$ cat config.mk
export PLATFORM = sky130hd
export DESIGN_NAME = sideband_control
export DESIGN_NICKNAME = d
export VERILOG_FILES = /design/src/core/sideband_pkg.sv /design/src/core/reg_bus_if.sv /design/src/core/pin_sync.sv /design/src/core/ahb_slave.sv /design/src/core/sideband_control.sv
export SDC_FILE = /design/constraint.sdc
export NUM_CORES = 1
export LEC_CHECK = 0
export BUFFER_PORTS_ARGS = -buffer_cell sky130_fd_sc_hd__buf_2
export CORE_MARGIN = 5
export CORE_UTILIZATION = 58
export CTS_CLUSTER_DIAMETER = 200
export DETAILED_ROUTE_END_ITERATION = 16
export HOLD_SLACK_MARGIN = 0.12
export PLACE_DENSITY = 0.81
export SYNTH_ARGS = -nofsm -noshare
export SYNTH_HDL_FRONTEND = slang
export SYNTH_HIERARCHICAL = 1
export SYNTH_SLANG_ARGS = --single-unit
$ cat constraint.sdc
create_clock -name hclk -period 4.3 [get_ports hclk]
set_clock_uncertainty 0.2 [all_clocks]
set_input_delay 0.43 -clock hclk [delete_from_list [all_inputs] [get_ports hclk]]
set_output_delay 0.43 -clock hclk [all_outputs]
set_load 0.05 [all_outputs]
$ cat src/core/sideband_pkg.sv
// constants, register maps and state types of the sideband control block
package sideband_pkg;
  // clock and timing figures
  localparam int CLOCK_MHZ = 200;
  localparam int INIT_TIME_MS = 2000;
  localparam longint INIT_CYCLES = longint'(INIT_TIME_MS) * 1000 * CLOCK_MHZ;
  localparam longint INIT_SETTLE_CYCLES = INIT_CYCLES / 2;
  localparam int INIT_COUNT_W = 29;
  localparam int RESET_PULSE_US = 2;
  localparam int RESET_PULSE_CYCLES = RESET_PULSE_US * CLOCK_MHZ;
  localparam int RESET_COUNT_W = 9;

  // 2-wire slave address, read/write bit appended below it
  localparam logic [6:0] SERIAL_ADDRESS = 7'h50;

  // AHB byte offsets, one word each
  localparam logic [7:0] STATUS_OFFSET = 8'h00;
  localparam logic [7:0] FLAGS_OFFSET = 8'h04;
  localparam logic [7:0] MASK_OFFSET = 8'h08;
  localparam logic [7:0] CONTROL_OFFSET = 8'h0C;

  // 2-wire byte addresses of the same registers
  localparam logic [7:0] STATUS_BYTE = 8'h02;
  localparam logic [7:0] FLAGS_BYTE = 8'h03;
  localparam logic [7:0] CONTROL_BYTE = 8'h5D;
  localparam logic [7:0] MASK_BYTE = 8'h64;

  // field positions
  localparam int DATA_NOT_READY_BIT = 0;
  localparam int LOW_POWER_BIT = 1;
  localparam int POWER_DOWN_BIT = 0;
  localparam int FLAG_READY_BIT = 7;
  localparam int CONDITION_COUNT = 3;

  // values after reset
  localparam logic [7:0] MASK_RESET = 8'h00;
  localparam logic [7:0] FLAGS_RESET = 8'h00;
  localparam logic [4:0] PIN_SYNC_RESET = 5'h0F;

  // positions in the synchronised pin vector
  localparam int PIN_SCL = 0;
  localparam int PIN_SDA = 1;
  localparam int PIN_RESET = 2;
  localparam int PIN_SELECT = 3;
  localparam int PIN_LOW_POWER = 4;

  typedef enum logic [2:0] {
    SER_IDLE = 3'b000,
    SER_ADDR = 3'b001,
    SER_ADDR_ACK = 3'b010,
    SER_WRITE = 3'b011,
    SER_WRITE_ACK = 3'b100,
    SER_READ = 3'b101,
    SER_READ_ACK = 3'b110
  } serial_state_type;
endpackage

$ cat src/core/reg_bus_if.sv
// register access strobes between the bus slave and the register owner
`timescale 1ns/100ps
interface reg_bus_if;
  logic wr;
  logic rd;
  logic [7:0] addr;
  logic [31:0] wdata;
  logic [31:0] rdata;
  modport master (output wr, output rd, output addr, output wdata, input rdata);
  modport target (input wr, input rd, input addr, input wdata, output rdata);
endinterface

$ cat src/core/pin_sync.sv
// three-stage pin synchroniser that accepts a change once two stages agree
`timescale 1ns/100ps
module pin_sync #(
  parameter int WIDTH = 1,
  parameter logic [WIDTH-1:0] RESET_VALUE = '0
) (
  input wire logic hclk,
  input wire logic hresetn,
  input wire logic [WIDTH-1:0] pin_in,
  output logic [WIDTH-1:0] pin_out
);
  logic [WIDTH-1:0] stage1;
  logic [WIDTH-1:0] stage2;
  logic [WIDTH-1:0] stage3;
  wire [WIDTH-1:0] differ = stage2 ^ stage3;
  // stage1 feeds stage2 only; a disagreement holds the old value
  wire [WIDTH-1:0] next_pin_out = (~differ & stage3) | (differ & pin_out);

  // shift chain and filtered output
  always_ff @(posedge hclk or negedge hresetn) begin
    if (!hresetn) begin
      stage1 <= RESET_VALUE;
      stage2 <= RESET_VALUE;
      stage3 <= RESET_VALUE;
      pin_out <= RESET_VALUE;
    end else begin
      stage1 <= pin_in;
      stage2 <= stage1;
      stage3 <= stage2;
      pin_out <= next_pin_out;
    end
  end
endmodule

$ cat src/core/ahb_slave.sv
// AHB-Lite slave with one wait state, turning transfers into register strobes
`timescale 1ns/100ps
module ahb_slave (
  input wire logic hclk,
  input wire logic hresetn,
  input wire logic hsel,
  input wire logic [31:0] haddr,
  input wire logic [1:0] htrans,
  input wire logic hwrite,
  input wire logic [2:0] hsize,
  input wire logic [31:0] hwdata,
  input wire logic hready,
  output logic hreadyout,
  output logic [31:0] hrdata,
  output logic hresp,
  reg_bus_if.master regs
);
  logic pending;
  logic pend_write;
  logic pend_word;
  logic [7:0] pend_addr;

  // only aligned word transfers reach the registers; upper address bits mirror
  wire accept = hsel & hready & htrans[1];
  wire word_access = (hsize == 3'h2) & (haddr[1:0] == 2'h0);

  // strobes fire in the data phase, when hwdata is on the bus
  assign regs.addr = pend_addr;
  assign regs.wdata = hwdata;
  assign regs.wr = pending & pend_write & pend_word;
  assign regs.rd = pending & ~pend_write & pend_word;

  // address phase capture
  always_ff @(posedge hclk or negedge hresetn) begin
    if (!hresetn) begin
      pending <= 1'b0;
      pend_write <= 1'b0;
      pend_word <= 1'b0;
      pend_addr <= 8'h00;
    end else begin
      pending <= accept;
      if (accept) begin
        pend_write <= hwrite;
        pend_word <= word_access;
        pend_addr <= haddr[7:0];
      end
    end
  end

  // one wait state keeps hrdata on a flop; unmapped reads return zero
  always_ff @(posedge hclk or negedge hresetn) begin
    if (!hresetn) begin
      hreadyout <= 1'b1;
      hrdata <= 32'h00000000;
      hresp <= 1'b0;
    end else begin
      hresp <= 1'b0;
      hreadyout <= ~accept;
      if (pending) begin
        hrdata <= (pend_word & ~pend_write) ? regs.rdata : 32'h00000000;
      end
    end
  end
endmodule

$ cat src/core/sideband_control.sv
// sideband control: start-up timing, reset pulse check, flags, interrupt and 2-wire slave
//
// Function
// - functional within 2000 ms after any start
// - reset counts only when low over 2 us
// - serial bus answers within 2000 ms of power-on
// - clear not-ready bit and raise interrupt
// - functional within 2000 ms after reset release
// - low-power pin lowers power within 100 us
// - condition sets flag, interrupt low within 200 ms
// - read clears flags, interrupt released in 500 us
// - receive signal loss flags within 100 ms
// - set mask stops interrupt within 100 ms
// - cleared mask resumes interrupt within 100 ms
// - select asserted, serial answers within 100 us
// - select released, serial silent within 100 us
// - power-down bit lowers power within 100 ms
// - power-down cleared, functional within 300 ms; code sets no ready flag and raises no interrupt on clearing
// - functional shown by interrupt with ready bit
// - access latencies count from stop clock edge
// - serial slave address is 1010000
`timescale 1ns/100ps
module sideband_control
  import sideband_pkg::*;
#(
  parameter logic [INIT_COUNT_W-1:0] INIT_WAIT_CYCLES = INIT_COUNT_W'(INIT_SETTLE_CYCLES)
) (
  input wire logic hclk,
  input wire logic hresetn,
  input wire logic hsel,
  input wire logic [31:0] haddr,
  input wire logic [1:0] htrans,
  input wire logic hwrite,
  input wire logic [2:0] hsize,
  input wire logic [31:0] hwdata,
  input wire logic hready,
  output logic hreadyout,
  output logic [31:0] hrdata,
  output logic hresp,
  input wire logic module_reset_n,
  input wire logic module_select_n,
  input wire logic low_power_request,
  input wire logic scl_in,
  input wire logic sda_in,
  output logic sda_out,
  output logic sda_oe,
  input wire logic [CONDITION_COUNT-1:0] flag_condition,
  output logic interrupt_out_n,
  output logic module_present_n,
  output logic low_power_active
);
  // pin synchronisation
  logic [4:0] pins;
  wire [4:0] pins_raw = {low_power_request, module_select_n, module_reset_n, sda_in, scl_in};
  wire scl = pins[PIN_SCL];
  wire sda = pins[PIN_SDA];
  wire reset_pin_n = pins[PIN_RESET];
  wire select_n = pins[PIN_SELECT];
  wire low_power_pin = pins[PIN_LOW_POWER];

  pin_sync #(
    .WIDTH(5),
    .RESET_VALUE(PIN_SYNC_RESET)
  ) u_pin_sync (
    .hclk(hclk),
    .hresetn(hresetn),
    .pin_in(pins_raw),
    .pin_out(pins)
  );

  // software register bus
  reg_bus_if regs_bus();

  ahb_slave u_ahb_slave (
    .hclk(hclk),
    .hresetn(hresetn),
    .hsel(hsel),
    .haddr(haddr),
    .htrans(htrans),
    .hwrite(hwrite),
    .hsize(hsize),
    .hwdata(hwdata),
    .hready(hready),
    .hreadyout(hreadyout),
    .hrdata(hrdata),
    .hresp(hresp),
    .regs(regs_bus.master)
  );

  // state declarations
  logic [RESET_COUNT_W-1:0] reset_low_count;
  logic [INIT_COUNT_W-1:0] init_count;
  logic data_not_ready;
  logic [CONDITION_COUNT-1:0] condition_prev;
  logic [7:0] flags;
  logic [7:0] mask;
  logic power_down;
  serial_state_type state;
  logic scl_prev;
  logic sda_prev;
  logic [2:0] bit_count;
  logic byte_full;
  logic have_pointer;
  logic read_mode;
  logic drive_low;
  logic [7:0] shift_byte;
  logic [7:0] pointer;

  // reset pulse qualification: short glitches on the pin are ignored
  wire module_in_reset = reset_low_count > RESET_COUNT_W'(RESET_PULSE_CYCLES);

  // low-time counter saturates once the pulse has qualified
  always_ff @(posedge hclk or negedge hresetn) begin
    if (!hresetn) begin
      reset_low_count <= '0;
    end else if (reset_pin_n) begin
      reset_low_count <= '0;
    end else if (!module_in_reset) begin
      reset_low_count <= reset_low_count + 1'b1;
    end
  end

  // start-up timer; settles well inside the limit so the interrupt flop fits too
  wire init_done = data_not_ready & (init_count == INIT_WAIT_CYCLES - 1'b1);

  // not-ready bit: set by power-on or a qualified reset, cleared when settled
  always_ff @(posedge hclk or negedge hresetn) begin
    if (!hresetn) begin
      init_count <= '0;
      data_not_ready <= 1'b1;
    end else if (module_in_reset) begin
      init_count <= '0;
      data_not_ready <= 1'b1;
    end else if (init_done) begin
      data_not_ready <= 1'b0;
    end else if (data_not_ready) begin
      init_count <= init_count + 1'b1;
    end
  end

  // conditions come from logic on hclk, so no synchroniser; rising edges set flags
  wire [CONDITION_COUNT-1:0] condition_rise = flag_condition & ~condition_prev;
  wire [7:0] flag_set = {init_done, {(7 - CONDITION_COUNT){1'b0}}, condition_rise};

  // serial strobes are decoded further down with the serial engine
  wire serial_rd;
  wire serial_wr;
  wire [7:0] serial_rdata;

  // register write and read decode for both access paths
  wire ahb_mask_wr = regs_bus.wr & (regs_bus.addr == MASK_OFFSET);
  wire ahb_control_wr = regs_bus.wr & (regs_bus.addr == CONTROL_OFFSET);
  wire ahb_flags_rd = regs_bus.rd & (regs_bus.addr == FLAGS_OFFSET);
  wire serial_mask_wr = serial_wr & (pointer == MASK_BYTE);
  wire serial_control_wr = serial_wr & (pointer == CONTROL_BYTE);
  wire serial_flags_rd = serial_rd & (pointer == FLAGS_BYTE);
  wire flags_read = ahb_flags_rd | serial_flags_rd;

  // a flag raised in the cycle of its read stays set, so no event is lost
  wire [7:0] next_flags = (flags & ~{8{flags_read}}) | flag_set;

  // software on AHB wins when both paths write in the same cycle
  wire [7:0] next_mask = ahb_mask_wr ? regs_bus.wdata[7:0] : (serial_mask_wr ? shift_byte : mask);
  wire next_power_down = ahb_control_wr ? regs_bus.wdata[POWER_DOWN_BIT] :
                         (serial_control_wr ? shift_byte[POWER_DOWN_BIT] : power_down);

  // flags, masks and control bits
  always_ff @(posedge hclk or negedge hresetn) begin
    if (!hresetn) begin
      condition_prev <= '0;
      flags <= FLAGS_RESET;
      mask <= MASK_RESET;
      power_down <= 1'b0;
    end else if (module_in_reset) begin
      condition_prev <= '0;
      flags <= FLAGS_RESET;
      mask <= MASK_RESET;
      power_down <= 1'b0;
    end else begin
      condition_prev <= flag_condition;
      flags <= next_flags;
      mask <= next_mask;
      power_down <= next_power_down;
    end
  end

  // read multiplexers; status shows readiness and the power level in effect
  wire [7:0] status_value = {6'h00, low_power_active, data_not_ready};
  wire [7:0] ahb_byte = (regs_bus.addr == STATUS_OFFSET) ? status_value :
                        (regs_bus.addr == FLAGS_OFFSET) ? flags :
                        (regs_bus.addr == MASK_OFFSET) ? mask :
                        (regs_bus.addr == CONTROL_OFFSET) ? {7'h00, power_down} : 8'h00;
  assign regs_bus.rdata = {24'h000000, ahb_byte};
  assign serial_rdata = (pointer == STATUS_BYTE) ? status_value :
                        (pointer == FLAGS_BYTE) ? flags :
                        (pointer == MASK_BYTE) ? mask :
                        (pointer == CONTROL_BYTE) ? {7'h00, power_down} : 8'h00;

  // interrupt level: any unmasked flag pending pulls it low
  wire interrupt_pending = |(flags & ~mask);

  // pin outputs, each one flop after its cause
  always_ff @(posedge hclk or negedge hresetn) begin
    if (!hresetn) begin
      interrupt_out_n <= 1'b1;
      low_power_active <= 1'b0;
      module_present_n <= 1'b0;
      sda_out <= 1'b0;
      sda_oe <= 1'b0;
    end else begin
      interrupt_out_n <= ~interrupt_pending;
      low_power_active <= low_power_pin | power_down;
      module_present_n <= 1'b0;
      sda_out <= 1'b0;
      sda_oe <= drive_low;
    end
  end

  // 2-wire slave: select gates it, and a qualified reset silences it
  wire select_ok = ~select_n & ~module_in_reset;
  wire scl_rise = scl & ~scl_prev;
  wire scl_fall = ~scl & scl_prev;
  wire bus_start = scl & scl_prev & sda_prev & ~sda;
  wire bus_stop = scl & scl_prev & ~sda_prev & sda;
  wire address_match = shift_byte[7:1] == SERIAL_ADDRESS;
  wire load_read = scl_fall & select_ok & (((state == SER_ADDR_ACK) & read_mode) | (state == SER_READ_ACK));
  assign serial_rd = load_read;
  assign serial_wr = scl_fall & select_ok & (state == SER_WRITE) & byte_full & have_pointer;

  // edge history of the filtered bus lines
  always_ff @(posedge hclk or negedge hresetn) begin
    if (!hresetn) begin
      scl_prev <= 1'b1;
      sda_prev <= 1'b1;
    end else begin
      scl_prev <= scl;
      sda_prev <= sda;
    end
  end

  // bit engine: sample on scl rise, change sda on scl fall; no clock stretching
  always_ff @(posedge hclk or negedge hresetn) begin
    if (!hresetn) begin
      state <= SER_IDLE;
      bit_count <= 3'h0;
      byte_full <= 1'b0;
      have_pointer <= 1'b0;
      read_mode <= 1'b0;
      drive_low <= 1'b0;
      shift_byte <= 8'h00;
      pointer <= 8'h00;
    end else if (!select_ok || bus_stop) begin
      state <= SER_IDLE;
      drive_low <= 1'b0;
    end else if (bus_start) begin
      state <= SER_ADDR;
      bit_count <= 3'h0;
      byte_full <= 1'b0;
      have_pointer <= 1'b0;
      drive_low <= 1'b0;
    end else if (scl_rise) begin
      case (state)
        SER_ADDR, SER_WRITE: begin
          shift_byte <= {shift_byte[6:0], sda};
          bit_count <= bit_count + 1'b1;
          byte_full <= (bit_count == 3'h7);
        end
        SER_READ_ACK: begin
          if (sda) begin
            state <= SER_IDLE;
          end
        end
        default: begin
        end
      endcase
    end else if (scl_fall) begin
      case (state)
        SER_ADDR: begin
          if (byte_full) begin
            byte_full <= 1'b0;
            if (address_match) begin
              read_mode <= shift_byte[0];
              drive_low <= 1'b1;
              state <= SER_ADDR_ACK;
            end else begin
              state <= SER_IDLE;
            end
          end
        end
        SER_ADDR_ACK, SER_READ_ACK: begin
          bit_count <= 3'h0;
          if (load_read) begin
            shift_byte <= serial_rdata;
            drive_low <= ~serial_rdata[7];
            state <= SER_READ;
          end else begin
            drive_low <= 1'b0;
            state <= SER_WRITE;
          end
        end
        SER_WRITE: begin
          if (byte_full) begin
            byte_full <= 1'b0;
            drive_low <= 1'b1;
            state <= SER_WRITE_ACK;
            have_pointer <= 1'b1;
            // first byte sets the pointer, later bytes store and advance it
            pointer <= have_pointer ? pointer + 1'b1 : shift_byte;
          end
        end
        SER_WRITE_ACK: begin
          drive_low <= 1'b0;
          bit_count <= 3'h0;
          state <= SER_WRITE;
        end
        SER_READ: begin
          if (bit_count == 3'h7) begin
            drive_low <= 1'b0;
            pointer <= pointer + 1'b1;
            state <= SER_READ_ACK;
          end else begin
            shift_byte <= {shift_byte[6:0], 1'b0};
            drive_low <= ~shift_byte[6];
            bit_count <= bit_count + 1'b1;
          end
        end
        default: begin
          state <= SER_IDLE;
        end
      endcase
    end
  end
endmodule

==> flow_summary.yaml <==
critical_path:
  r2r_start: "scl_prev"
  crit_type: "reg2reg"
  critPathRequiredTime_ns: 4.40
  worstPathCellList: "inv_1 -> ha_1 -> or4b_1 -> o31ai_1 -> a221oi_1 -> or4_1 -> mux2_1"
  crit_arrival_ns: 3.15
  reg2reg_to: "bit_count[0]"
  start_kind: "register"
  reg2reg_slack_ns: 1.25
  worst-path-buf-inv: 1
  path_delay_family: "simple AND/OR/NAND/NOR gates"
  cp-end-kind: "register"
  slowest_delay_ns: 0.62
  crit_fanout: 19
  reg2reg_depth: 7
  critical_path.slowest_cell: "or4_1"
global_routing:
  grt_start_max_net_pins: 94
  use_met1_pct: 29.9
  grt_pass1_vias: 5962
  grt_usage_pct: 23.6
  grt_use_met3_pct: 5.77
  grt_first_pass_wirelength_um: 28400
  overflow: 0
  grt_busiest_layer: "met2"
  antenna_found_initial: 0
  met2_usage_pct: 38.8
hold_path:
  hold_depth: 0
  min_to: "u_pin_sync/stage2[2]"
  hold_class: "reg2reg"
  min_from: "u_pin_sync/stage1[2]"
routing:
  vias: 6063
  routed_wl_um: 17600
  drt-initial-drc-count: 597
  drc: 0
  firstDrtPassIters: 5
  avgRoutedWirePerCell_um: 17.4
  drtAntennaViolNets: 0
  detail_route.vias_per_cell: 6.00
final_layout:
  stdcell_area_mm2: 0.00886
  n_antenna_cell: 0
  drive_above_1_share_pct: 19.3
  layout.nets: 919
  syn_to_final_growth_pct: 17.3
clock_network:
  cts_made_buffers: 17
  cts.repair.resized: 0
  cts_tree: "done"
  cts_root_buf: "clkbuf_16"
  clockBufferDepth: 2
  cts_num_sinks: 154
  path_clk_slew_ns: 0.06
  insertion_delay_ns: 0.42
  h-tree-depth: 4
power_and_ir_drop:
  power.density_mw_per_mm2: 373
  power_leakage_nw: 4.03
  ir_drop_v: 0.000308
  power_mw: 3.30
yosys:
  synth_warnings: 6
  postSynthCellCount: 725
  syn_area_mm2: 0.00755
  syn_avg_cell_area_um2: 10.4
timing:
  fin_setup_tns_ns: 0
  layout_setup_ws_ns: 1.25
  fin_crit_sh_pct: 70.9
  setup_viol: 0
  worst_pin_slew_ns: 1.16
  maxSlewViolCount: 0
  hold_viol_final: 0
  hold_ws_ns: 0.155
  timing.final.crit_period_ns: 3.05
  rsz0062_at_grt: "false"
  max_freq_mhz: 328
  slew_headroom_pct: 22.3
die:
  num_io_pins: 121
  dieWidth_um: 124
  rows: 41
  dieArea_mm2: 0.0154
  core-area_mm2: 0.0127
  die_h_um: 124
  initial_core_util_pct: 59.6
placement:
  place_area_mm2: 0.00800
  hpwl_um: 11500
  pre_cts_ws_ns: 1.28
  place.gp.congestion: 0.913
  numPortBuffers: 68
run:
  cap_violations: 0
outcome:
  status: "complete, no violations"
==> flip-flops by register name, indices dropped and copies added, names as in the netlist, 3 cells and up, named ones only <==
signal / flops
u_pin_sync/stage3: 5
u_ahb_slave/regs.addr: 8
mask: 8
pointer: 8
bit_count: 3
condition_prev: 3
flags: 8
state: 3
reset_low_count: 9
u_pin_sync/stage1: 5
u_ahb_slave/hrdata: 32
shift_byte: 8
init_count: 29
u_pin_sync/stage2: 5
==> worst max path at each step <==
stage / slack [ns] / depth (start not counted) / endpoint / from
floorplan: 1.51 / 8 / bit_count[0] / scl_prev
finish: 1.25 / 7 / bit_count[0] / scl_prev
global placement: 1.34 / 7 / bit_count[0] / scl_prev
detailed placement: 1.28 / 7 / bit_count[0] / scl_prev
CTS: 1.26 / 7 / bit_count[0] / scl_prev
global route: 1.12 / 7 / bit_count[0] / scl_prev
==> power by group <==
group	leakage, nW	switching, mW	internal, mW	total (mW)
clock network	0.278	0.554	0.872	1.43
logic	1.77	0.169	0.118	0.287
registers	1.98	0.0715	1.52	1.59
total	4.03	0.795	2.51	3.30
==> cell type report <==
type,count,area [um2]
clock buffers,25,507
clock inverters,7,65.1
fillers,932,3810
inverters,33,124
multi-input cells,515,3380
flip-flops and latches,154,3880
well taps,172,215
repair buffers,104,689
==> what timing repair did <==
action,CTS,global route
hold buffers,29,0
hold endpoints to repair,107,0
buffers inserted,0,0
==> layer usage <==
layer,vias to the layer above,wire length [um]
met5,-,0
met3,43,1250
li1,2802,-
met4,0,527
met2,257,8740
met1,2961,7090
==> cells in the final DEF, fill, tap and decap left out, drive strengths merged, types with 17 or more instances in the layout <==
cell and n:
a21oi 40, a22o 43, a22oi 24, buf 75, clkbuf 25, conb 27, dfrtp 133, dfstp 21
dlygate4sd3 29, inv 33, nand2 55, nand3 34, nand4 18, nor2 57, o21ai 18, xor2 17
==> stage by stage <==
step                      utilization (%)  instances
after floorplan                         -        750
after global placement               63.1        949
after detailed placement             63.1        949
after CTS                            69.9       1010
after global routing                 69.9       1010
final                                69.9       1010
Power figures use the tool's default switching activity.
